**config.mk**
```make
export PLATFORM = sky130hd
export DESIGN_NAME = wgt_top
export DESIGN_NICKNAME = d
export VERILOG_FILES = /design/src/hw/wgt_pkg.sv /design/src/hw/wgt_top.sv /design/src/hw/wgt_prescaler.sv
export SDC_FILE = /design/constraint.sdc
export NUM_CORES = 1
export LEC_CHECK = 0
export ABC_AREA = 1
export BUFFER_PORTS_ARGS = -buffer_cell sky130_fd_sc_hd__buf_2
export CAP_MARGIN = 5
export CORE_MARGIN = 10
export CORE_UTILIZATION = 53
export DETAILED_ROUTE_END_ITERATION = 8
export PLACE_DENSITY = 0.8
export SLEW_MARGIN = 30
export SYNTH_ARGS = -nofsm -noshare
export SYNTH_HDL_FRONTEND = slang
export SYNTH_SLANG_ARGS = --single-unit
export TNS_END_PERCENT = 1
```
**constraint.sdc**
```tcl
create_clock -name clk_sys -period 2.5 [get_ports clk_sys]
set_clock_uncertainty 0.15 [all_clocks]
set_input_delay 0.25 -clock clk_sys [delete_from_list [all_inputs] [get_ports clk_sys]]
set_output_delay 0.25 -clock clk_sys [all_outputs]
set_load 0.02 [all_outputs]
```
**src/hw/wgt_pkg.sv**
```systemverilog
// Package: register map, field positions, reset values and codes of the guard timer
package wgt_pkg;

  // ==========================================================================
  // Register byte offsets
  localparam logic [7:0] OFF_MODE   = 8'h00;
  localparam logic [7:0] OFF_TC     = 8'h04;
  localparam logic [7:0] OFF_FEED   = 8'h08;
  localparam logic [7:0] OFF_TV     = 8'h0C;
  localparam logic [7:0] OFF_CLKSEL = 8'h10;
  localparam logic [7:0] OFF_WARN   = 8'h14;
  localparam logic [7:0] OFF_WINDOW = 8'h18;
  localparam logic [7:0] OFF_STATUS = 8'h1C;
  localparam logic [7:0] OFF_MASK   = 8'h20;
  localparam logic [7:0] OFF_RSTFLG = 8'h24;

  // ==========================================================================
  // Field positions
  localparam int MODE_EN_BIT    = 0;
  localparam int MODE_RSTEN_BIT = 1;
  localparam int STAT_TIMEOUT   = 0;
  localparam int STAT_WARN      = 1;
  localparam int STAT_FEEDERR   = 2;
  localparam int STAT_W         = 3;

  // ==========================================================================
  // Reset values and codes
  localparam logic [23:0] TC_MIN      = 24'h00_00FF;
  localparam logic [23:0] TC_RESET    = 24'h00_00FF;
  localparam logic [23:0] WARN_RESET  = 24'h00_0000;
  localparam logic [23:0] WIN_RESET   = 24'hFF_FFFF;
  localparam logic [31:0] FEED_FIRST  = 32'h0000_00AA;
  localparam logic [31:0] FEED_SECOND = 32'h0000_0055;
  localparam int          PRESC_DIV   = 4;

  // ==========================================================================
  // Feed sequencer states
  typedef enum logic [0:0] {
    WGT_FEED_IDLE,
    WGT_FEED_ARMED
  } wgt_feed_state_t;

endpackage

```
**src/hw/wgt_top.sv**
```systemverilog
// Windowed guard timer: registers, feed sequencer, counter, reset and interrupt
//
// Function
// [RULE1] Counter running out without a reload resets the whole chip. The code resets only with mode_rst_en set, else sets time-out status.
// [RULE2] In windowed use a feed counts only between minimum and maximum time.
// [RULE3] Warning interrupt when the counter reaches a programmed point.
// [RULE4] Software can set the enable but never clear it.
// [RULE5] A malformed feed sequence resets the chip, or interrupts if reset is off.
// [RULE6] A flag records that the last chip reset came from the timer.
// [RULE7] A 24-bit down counter behind a fixed divide-by-four prescaler.
// [RULE8] Period spans 256 times four up to 2^24 times four clock periods.
// [RULE9] Software selects the internal RC oscillator or the guard oscillator.
// [RULE10] In deep sleep the RC oscillator stays on only if selected here.
// [RULE11] A timer interrupt wakes the chip from deep sleep and power-down.
// [RULE12] Two fixed feed writes; the counter reloads after the second.
module wgt_top
  import wgt_pkg::*;
#(
  parameter int CNT_W = 24
) (
  input  wire logic        clk_sys,
  input  wire logic        rst_n,
  input  wire logic        por_n,
  input  wire logic [7:0]  addr,
  input  wire logic [31:0] wdata,
  input  wire logic        wr_en,
  input  wire logic        rd_en,
  output logic      [31:0] rdata,
  input  wire logic        irc_tick,
  input  wire logic        osc_tick,
  input  wire logic        deep_sleep,
  input  wire logic        power_down,
  output logic             irq,
  output logic             chip_rst_req,
  output logic             irc_keep_on,
  output logic             wake_req
);

  // ==========================================================================
  // Parameter check
  initial begin
    if (CNT_W != 24) begin
      $error("wgt_top: CNT_W must be 24");
    end
  end

  // ==========================================================================
  // Declarations
  logic                 mode_en;
  logic                 mode_rst_en;
  logic                 clk_src;
  logic [CNT_W-1:0]     tc;
  logic [CNT_W-1:0]     warn;
  logic [CNT_W-1:0]     win;
  logic [CNT_W-1:0]     cnt;
  logic [STAT_W-1:0]    status;
  logic [STAT_W-1:0]    mask;
  logic                 wd_rst_flag;
  wgt_feed_state_t      feed_state;
  logic                 wr_mode;
  logic                 wr_tc;
  logic                 wr_feed;
  logic                 wr_clksel;
  logic                 wr_warn;
  logic                 wr_win;
  logic                 wr_status;
  logic                 wr_mask;
  logic                 wr_rstflg;
  logic                 feed_ok;
  logic                 feed_bad;
  logic                 win_err;
  logic                 feed_good;
  logic                 fault;
  logic                 src_tick;
  logic                 tick;
  logic                 timeout;
  logic                 warn_hit;
  logic                 wd_event;
  logic [STAT_W-1:0]    stat_set;
  logic [CNT_W-1:0]     next_tc;

  // ==========================================================================
  // Write decode
  assign wr_mode   = wr_en && (addr == OFF_MODE);
  assign wr_tc     = wr_en && (addr == OFF_TC);
  assign wr_feed   = wr_en && (addr == OFF_FEED);
  assign wr_clksel = wr_en && (addr == OFF_CLKSEL);
  assign wr_warn   = wr_en && (addr == OFF_WARN);
  assign wr_win    = wr_en && (addr == OFF_WINDOW);
  assign wr_status = wr_en && (addr == OFF_STATUS);
  assign wr_mask   = wr_en && (addr == OFF_MASK);
  assign wr_rstflg = wr_en && (addr == OFF_RSTFLG);

  // ==========================================================================
  // Feed sequencer
  always_ff @(posedge clk_sys or negedge rst_n) begin
    if (!rst_n) begin
      feed_state <= WGT_FEED_IDLE;
    end else begin
      case (feed_state)
        WGT_FEED_IDLE: begin
          if (wr_feed && (wdata == FEED_FIRST)) begin
            feed_state <= WGT_FEED_ARMED;
          end
        end
        WGT_FEED_ARMED: begin
          if (wr_en) begin
            feed_state <= WGT_FEED_IDLE;
          end
        end
        default: begin
          feed_state <= WGT_FEED_IDLE;
        end
      endcase
    end
  end

  always_comb begin
    feed_ok  = 1'b0;
    feed_bad = 1'b0;
    case (feed_state)
      WGT_FEED_IDLE: begin
        feed_bad = wr_feed && (wdata != FEED_FIRST); // RULE5
      end
      WGT_FEED_ARMED: begin
        feed_ok  = wr_feed && (wdata == FEED_SECOND); // RULE12
        feed_bad = wr_en && !feed_ok; // RULE5
      end
      default: begin
        feed_bad = 1'b0;
      end
    endcase
  end

  // Reload allowed only once the counter has dropped to the window value
  assign win_err   = feed_ok && (cnt > win); // RULE2
  assign feed_good = feed_ok && !win_err; // RULE12
  assign fault     = mode_en && (feed_bad || win_err); // RULE5

  // ==========================================================================
  // Clock source and prescaler
  assign src_tick = clk_src ? osc_tick : irc_tick; // RULE9

  wgt_prescaler #(
    .DIV (PRESC_DIV)
  ) u_presc (
    .clk_sys  (clk_sys),
    .rst_n    (rst_n),
    .clr      (!mode_en),
    .tick_in  (src_tick),
    .tick_out (tick)
  ); // RULE7

  // ==========================================================================
  // Counter and events
  assign timeout  = mode_en && tick && (cnt == '0); // RULE1
  assign warn_hit = mode_en && tick && (cnt == warn) && (cnt != '0); // RULE3
  assign wd_event = timeout || fault;

  always_ff @(posedge clk_sys or negedge rst_n) begin
    if (!rst_n) begin
      cnt <= TC_RESET;
    end else if (feed_good || timeout) begin
      cnt <= tc; // RULE12
    end else if (mode_en && tick) begin
      cnt <= cnt - CNT_W'(1); // RULE7
    end
  end

  // ==========================================================================
  // Mode and clock select registers
  always_ff @(posedge clk_sys or negedge rst_n) begin
    if (!rst_n) begin
      mode_en <= 1'b0;
    end else if (wd_event) begin
      mode_en <= 1'b0; // RULE4
    end else if (wr_mode && wdata[MODE_EN_BIT]) begin
      mode_en <= 1'b1; // RULE4
    end
  end

  always_ff @(posedge clk_sys or negedge rst_n) begin
    if (!rst_n) begin
      mode_rst_en <= 1'b0;
    end else if (wr_mode) begin
      mode_rst_en <= wdata[MODE_RSTEN_BIT];
    end
  end

  always_ff @(posedge clk_sys or negedge rst_n) begin
    if (!rst_n) begin
      clk_src <= 1'b0;
    end else if (wr_clksel) begin
      clk_src <= wdata[0]; // RULE9
    end
  end

  // ==========================================================================
  // Time-out, warning and window values
  always_comb begin
    next_tc = wdata[CNT_W-1:0];
    if (next_tc < TC_MIN) begin
      next_tc = TC_MIN; // RULE8
    end
  end

  always_ff @(posedge clk_sys or negedge rst_n) begin
    if (!rst_n) begin
      tc <= TC_RESET;
    end else if (wr_tc) begin
      tc <= next_tc; // RULE8
    end
  end

  always_ff @(posedge clk_sys or negedge rst_n) begin
    if (!rst_n) begin
      warn <= WARN_RESET;
    end else if (wr_warn) begin
      warn <= wdata[CNT_W-1:0]; // RULE3
    end
  end

  always_ff @(posedge clk_sys or negedge rst_n) begin
    if (!rst_n) begin
      win <= WIN_RESET;
    end else if (wr_win) begin
      win <= wdata[CNT_W-1:0]; // RULE2
    end
  end

  // ==========================================================================
  // Chip reset request and its flag
  always_ff @(posedge clk_sys or negedge rst_n) begin
    if (!rst_n) begin
      chip_rst_req <= 1'b0;
    end else if (wd_event && mode_rst_en) begin
      chip_rst_req <= 1'b1; // RULE1 RULE5
    end
  end

  // Kept across the chip reset; cleared only by power-on or by writing 1 to bit 0
  always_ff @(posedge clk_sys or negedge por_n) begin
    if (!por_n) begin
      wd_rst_flag <= 1'b0;
    end else if (chip_rst_req) begin
      wd_rst_flag <= 1'b1; // RULE6
    end else if (wr_rstflg && wdata[0]) begin
      wd_rst_flag <= 1'b0;
    end
  end

  // ==========================================================================
  // Interrupt status and mask
  always_comb begin
    stat_set               = '0;
    stat_set[STAT_TIMEOUT] = timeout && !mode_rst_en;
    stat_set[STAT_WARN]    = warn_hit; // RULE3
    stat_set[STAT_FEEDERR] = fault && !mode_rst_en; // RULE5
  end

  always_ff @(posedge clk_sys or negedge rst_n) begin
    if (!rst_n) begin
      status <= '0;
    end else begin
      status <= stat_set | (status & ~(wr_status ? wdata[STAT_W-1:0] : '0));
    end
  end

  always_ff @(posedge clk_sys or negedge rst_n) begin
    if (!rst_n) begin
      mask <= '0;
    end else if (wr_mask) begin
      mask <= wdata[STAT_W-1:0];
    end
  end

  assign irq = |(status & mask);

  // ==========================================================================
  // Power hooks
  assign irc_keep_on = !deep_sleep || !clk_src; // RULE10
  assign wake_req    = irq && (deep_sleep || power_down); // RULE11

  // ==========================================================================
  // Read port
  always_ff @(posedge clk_sys or negedge rst_n) begin
    if (!rst_n) begin
      rdata <= '0;
    end else if (rd_en) begin
      case (addr)
        OFF_MODE:   rdata <= {30'h0, mode_rst_en, mode_en};
        OFF_TC:     rdata <= {8'h00, tc};
        OFF_TV:     rdata <= {8'h00, cnt};
        OFF_CLKSEL: rdata <= {31'h0, clk_src};
        OFF_WARN:   rdata <= {8'h00, warn};
        OFF_WINDOW: rdata <= {8'h00, win};
        OFF_STATUS: rdata <= {29'h0, status};
        OFF_MASK:   rdata <= {29'h0, mask};
        OFF_RSTFLG: rdata <= {31'h0, wd_rst_flag};
        default:    rdata <= '0;
      endcase
    end else begin
      rdata <= '0;
    end
  end
endmodule

```
**src/hw/wgt_prescaler.sv**
```systemverilog
// Fixed divider between the guard timer clock ticks and the down counter
module wgt_prescaler #(
  parameter int DIV = 4
) (
  input  wire logic clk_sys,
  input  wire logic rst_n,
  input  wire logic clr,
  input  wire logic tick_in,
  output logic      tick_out
);

  localparam int CW = (DIV > 2) ? $clog2(DIV) : 1;

  logic [CW-1:0] phase;

  // ==========================================================================
  // Parameter check
  initial begin
    if (DIV < 2) begin
      $error("wgt_prescaler: DIV must be at least 2");
    end
  end

  // ==========================================================================
  // Divider
  always_ff @(posedge clk_sys or negedge rst_n) begin
    if (!rst_n) begin
      phase <= '0;
    end else if (clr) begin
      phase <= '0;
    end else if (tick_in) begin
      if (phase == CW'(DIV - 1)) begin
        phase <= '0;
      end else begin
        phase <= phase + CW'(1);
      end
    end
  end

  always_ff @(posedge clk_sys or negedge rst_n) begin
    if (!rst_n) begin
      tick_out <= 1'b0;
    end else begin
      tick_out <= !clr && tick_in && (phase == CW'(DIV - 1));
    end
  end

endmodule

```
-- Yosys cells after proc, flatten, opt, wreduce, memory -nomap -nowiden
Index checks and enable logic that the tools add are counted.
- output and inout port bits: 36
- register bits: 143
- input port bits: 49
- logic and storage cells: 103
- eq/ne operators: 15
- bitwise gates (word level): 5
- reductions and logical operators: 45
- muxes and demuxes: 19
- $add $sub $neg: 2
- magnitude comparators: 2
- operators with widths (operator ; count):
    $pmux W24 S9 ; 1
    $mux W24 ; 3
    $eq A32 B7 Y1 const B ; 1
    $eq A32 B8 Y1 const B ; 1
    $eq A8 B5 Y1 const B ; 4
    $mux W32 ; 1
    $ne A32 B8 Y1 const B ; 1
    $logic_and A1 B1 Y1 ; 28
    $eq A24 B24 Y1 ; 1
    $gt A24 B24 Y1 ; 1
    $logic_not A24 Y1 ; 1
    $lt A24 B8 Y1 const B ; 1
    $reduce_bool A24 Y1 ; 1
    $sub A24 B1 Y24 const B ; 1
    $eq A8 B4 Y1 const B ; 2
    $eq A8 B6 Y1 const B ; 2
    $eq A8 B3 Y1 const B ; 1
    $logic_not A8 Y1 ; 1
    $mux W1 ; 8
    $and A3 B3 Y3 ; 2
    $mux W2 ; 3
    $reduce_bool A2 Y1 ; 3
    $logic_not A1 Y1 ; 5
    $logic_or A1 B1 Y1 ; 5
    9 further kinds ; 10

-- Logic depth before layout (Yosys ltp)
- depth in word-level cells: 10
- gate-level depth with buffers: 18

-- Cells and area by module
From an unflattened synthesis, not the netlist that was laid out.
- cell total of the unflattened synthesis: 1056
- area total of the unflattened synthesis: 7981.4 µm²
- modules (own cells, without submodules) (module ; area each (µm²) ; instances ; cells each ; sequential area each (µm²)):
    wgt_top ; 7846.3 ; 1 ; 1041 ; 3353.2
    wgt_prescaler ; 135.1 ; 1 ; 15 ; 75.1

-- Worst setup path before layout
No wires, ideal clock.
- path kind: register to register
- start point: register win[15]
- end point: register cnt[10]
- setup time: 117 ps
- clock period less this slack: 2184 ps
- required time: 2233 ps
- cell stages (with the launch flop): 15
- slack: 316 ps
- arrival time: 1917 ps
- cell sequence: dfstp_2 > inv_1 > ha_1 > nand2_1 > nor2_1 > nand4_1 > nor2_1 > nand2_1 > nand3_1 > nand2_1 > nand2_4 > buf_2 > nand3_1 > nand3_1 > nand2_1
- cells in the longest elaborated chain, start to end: 6
- ends and longest elaborated chain (item ; line ; text):
    start, declared ; wgt_top.sv:54 ; logic [CNT_W-1:0] win;
    start signal, assigned ; wgt_top.sv:227 ; win <= wdata[CNT_W-1:0];
    $gt A24 B24 Y1 * ; wgt_top.sv:136 ; assign win_err = feed_ok && (cnt > win);
    $logic_and A1 B1 Y1 * ; wgt_top.sv:136 ;
    $logic_not A1 Y1 * ; wgt_top.sv:137 ; assign feed_good = feed_ok && !win_err;
    $logic_and A1 B1 Y1 * ; wgt_top.sv:137 ;
    $logic_or A1 B1 Y1 * ; wgt_top.sv:163 ; end else if (feed_good || timeout) begin
    $mux W24 or $reduce_bool A2 Y1 (tied branches) ; -- ;
    end signal, assigned ; wgt_top.sv:164 ; cnt <= tc;
    end signal, assigned ; wgt_top.sv:166 ; cnt <= cnt - CNT_W'(1);
    end, declared ; wgt_top.sv:55 ; logic [CNT_W-1:0] cnt;
Mark *: on every way between the ends. The rest lies on a longest branch, timed or not.
A chain may end at the register's enable or synchronous reset.

-- Final worst setup path
- start point: register win[23]
- end point: register cnt[5]
The elaborated chain is that of the path after synthesis.

==> impl_metrics.env <==
export IMPL_max_slew_margin_rel_pct=46.07
export IMPL_hold_viol=0
export IMPL_p_int_mw=3.930
export IMPL_synthDistinctLibCells=39
export IMPL_cts_sinks=135
export IMPL_p_sw_mw=1.262
export IMPL_p_leak_nw=4.479
export IMPL_drtAntennaViolNets=0
export IMPL_synth_most_common_cell="nand2_1"
export IMPL_tritoncts="yes"
export IMPL_gr_total_overflow=0
export IMPL_maxSlewViolCount=0
export IMPL_synthToLayoutAreaGrowth_pct=20.54
export IMPL_first_iter_violations=1051
export IMPL_route_detailed_drc=0
export IMPL_status="completed"
export IMPL_synth_seq_cells=135
export IMPL_required_ns=2.72
export IMPL_p_per_area_nw_per_um2=542.6
export IMPL_synth_edf_count=0
export IMPL_gp_congestion=0.9747
export IMPL_antenna_found_initial=0
export IMPL_peakVddDrop_v=0.0004443
export IMPL_cts_made_buffers=17
export IMPL_num_nets_final=1239
export IMPL_fmax_ghz=0.4078
export IMPL_pin_count=85
export IMPL_fp_dieArea_um2=20270
export IMPL_first_pass_iters=6
export IMPL_cts_buffer_depth=2
export IMPL_min_period_ns=2.452
export IMPL_synthCells=1048
export IMPL_crit_type="reg -> reg"
export IMPL_rows=44
export IMPL_postPlaceCellArea_um2=8571
export IMPL_ys_top_cells_by_count="nand2_1 (266), inv_1 (153), nor2_1 (97), dfrtp_1 (95), o21ai_0 (81)"
export IMPL_initial_core_util_pct=54.42
export IMPL_clock_latency_ns=0.43
export IMPL_wire_per_inst_um=17.99
export IMPL_post_route_cell_area_um2=9569
export IMPL_utilization_pct=65.59
export IMPL_worstPathMaxFanout=6
export IMPL_drt_total_wl_um=24450
export IMPL_portBuffers=76
export IMPL_synth_top_area_share_pct=29.94
export IMPL_worst_hold_path_type="in -> reg"
export IMPL_place_hpwl_um=18060
export IMPL_dieHeight_um=142.4
export IMPL_vias=7761
export IMPL_p_comb_share_pct=7.4
export IMPL_viasPerCell=5.711
export IMPL_drive_gt1_share_pct=19.40
export IMPL_drv_cap=0
export IMPL_clk_pin_slew_ns=0.06
export IMPL_tightest_slew_ns=0.8036
export IMPL_synth_main_ff_cell="dfrtp_1"
export IMPL_grt_max_degree=58
export IMPL_arrival_ns=2.67
export IMPL_synth_area_top_cells="dfrtp_1 (30%), dfstp_2 (13%), nand2_1 (13%)"
export IMPL_swShare_pct=24.31
export IMPL_seqPwrFrac_pct=45.2
export IMPL_ys_warn_count=0
export IMPL_synthArstFlopShare_pct=100.0
export IMPL_grt_pass1_vias=7224
export IMPL_startpoint_type="register"
export IMPL_min_period_over_period_pct=98.09
export IMPL_core_area_um2=14590
export IMPL_syn_avg_cell_area_um2=7.575
export IMPL_setup_viol_count_final=0
export IMPL_synth_seq_area_share_pct=43.18
export IMPL_diodes=0
export IMPL_syn_cell_area_um2=7939
export IMPL_globalRouteTotalUtil_pct=23.55
export IMPL_die_w_um=142.4
export IMPL_pwr_share_clk_pct=47.3
export IMPL_clock_tree_htree_level_count=4
export IMPL_yosysTopAreaCell="dfrtp_1"
export IMPL_end_kind="register"
export IMPL_cts_root_buf="clkbuf_16"
export IMPL_fillCellCount=1173
export IMPL_grt_pass1_wl_um=38010
[cell usage in the layout, fill, tap and decap left out, drive strengths merged]
cell	instances
dfrtp	95
o31ai	1
nand3	75
conb	8
o22ai	31
dlygate4sd3	22
xor2	26
nor3	10
nor2	106
ha	26
dfstp	40
a21o	2
a31oi	11
buf	111
a21oi	19
nand2	275
clkinvlp	4
a221oi	20
nor4	3
o221ai	1
nand4	7
clkbuf	20
clkinv	5
inv	162
o2111ai	2
bufinv	2
o21ai	86
xnor2	3
a22o	2
[area by class of cell]
type / instances / area (um^2) / area share, %
Clock inverter: 11 / 126.4 / 1.321
Tap cell: 184 / 230.2 / 2.406
Timing Repair Buffer: 134 / 927.1 / 9.689
Sequential cell: 135 / 3428 / 35.83
Clock buffer: 19 / 452.9 / 4.733
Inverter: 162 / 613.1 / 6.407
Multi-Input combinational cell: 714 / 3791 / 39.62
[what timing repair did]
| item | 4_1_cts | 5_1_grt |
|---|---|---|
| hold buffers | 22 | 0 |
| buffers inserted | 0 | 6 |
| resized for setup | 0 | 23 |
| endpoints found under the hold margin | 83 | 0 |
| endpoints found under the setup margin | 0 | 24 |
[cells by family after synthesis]
| logic type | count (synthesis) | share of synthesized area [%] |
|---|---|---|
| AOI/OAI and AO/OA | 175 | 12.97 |
| adders and majority gates | 26 | 4.098 |
| and+or+nand+nor | 476 | 25.61 |
| other | 1 | 0.04724 |
| xor gates and xnor gates | 29 | 3.199 |
| DFF | 135 | 43.18 |
| buffers and inverters | 206 | 10.89 |
[per-layer routing]
| layer | GRT usage [%] | up-vias | part of all wire, % |
|---|---|---|---|
| met5 | 0 | - | 0 |
| met4 | 7.242 | 0 | 2.5 |
| met3 | 7.176 | 60 | 12 |
| met2 | 34.13 | 486 | 44 |
| met1 | 32.98 | 3611 | 42 |
| li1 | - | 3604 | - |
[final timing paths]
check | from | slack, ns | cells after the start | to
max reg2reg | win[23]$_DFFE_PN1P_ | 0.05 | 13 | cnt[5]$_DFFE_PN1P_
min | wdata[6] | 0.002 | 3 | tc[6]$_DFFE_PN1P_
min reg2reg | chip_rst_req$_DFFE_PN0P_ | 0.32 | 2 | wd_rst_flag$_DFFE_PN0P_
max | win[23]$_DFFE_PN1P_ | 0.05 | 13 | cnt[5]$_DFFE_PN1P_
max in group asynchronous | rst_n | 1.23 | 3 | win[2]$_DFFE_PN1P_
min in group asynchronous | rst_n | 0.16 | 2 | tc[16]$_DFFE_PN0P_
[power by group through the flow]
stage / combinational, mW / clock [mW] / sequential [mW]
after floorplan: 0.200 / 0 / 2.35
after global placement: 0.335 / 0 / 2.37
after detailed placement: 0.343 / 0 / 2.38
after CTS: 0.371 / 2.46 / 2.34
after global routing: 0.438 / 2.55 / 2.35
final: 0.385 / 2.46 / 2.35
[through the flow]
stage	worst slack (ns)	setup TNS (ns)	std cells	hold WS [ns]	power [mW]
2_1_floorplan	0.3156	0	1055	-0.1956	2.553
3_3_place_gp	0.1745	0	1300	-0.1244	2.709
3_5_place_dp	0.1125	0	1300	-0.1239	2.722
4_1_cts	0.08655	0	1352	0.004049	5.179
5_1_grt	-0.02914	-0.04670	1359	0.02875	5.347
6_report	0.04773	0	1359	0.001834	5.192
[sequential cells by signal, indices dropped and copies added (netlist names), 2 cells and up]
name / flops
cnt: 24
rdata: 24
tc: 24
warn: 24
win: 24
mask: 3
status: 3
u_presc.phase: 2
[worst max-delay path, cell delays in order (launching register included)]
cell and delay [ns]:
dfstp_2 0.53, inv_1 0.06, ha_1 0.31, a21oi_1 0.13, o21ai_0 0.10, a21oi_1 0.23
nand3_2 0.14, nand2_4 0.13, nand2_8 0.10, buf_4 0.16, buf_4 0.13, nand3_1 0.07
nand3_1 0.09, nand2_1 0.07
No activity file was read; power rests on OpenSTA's default activity.
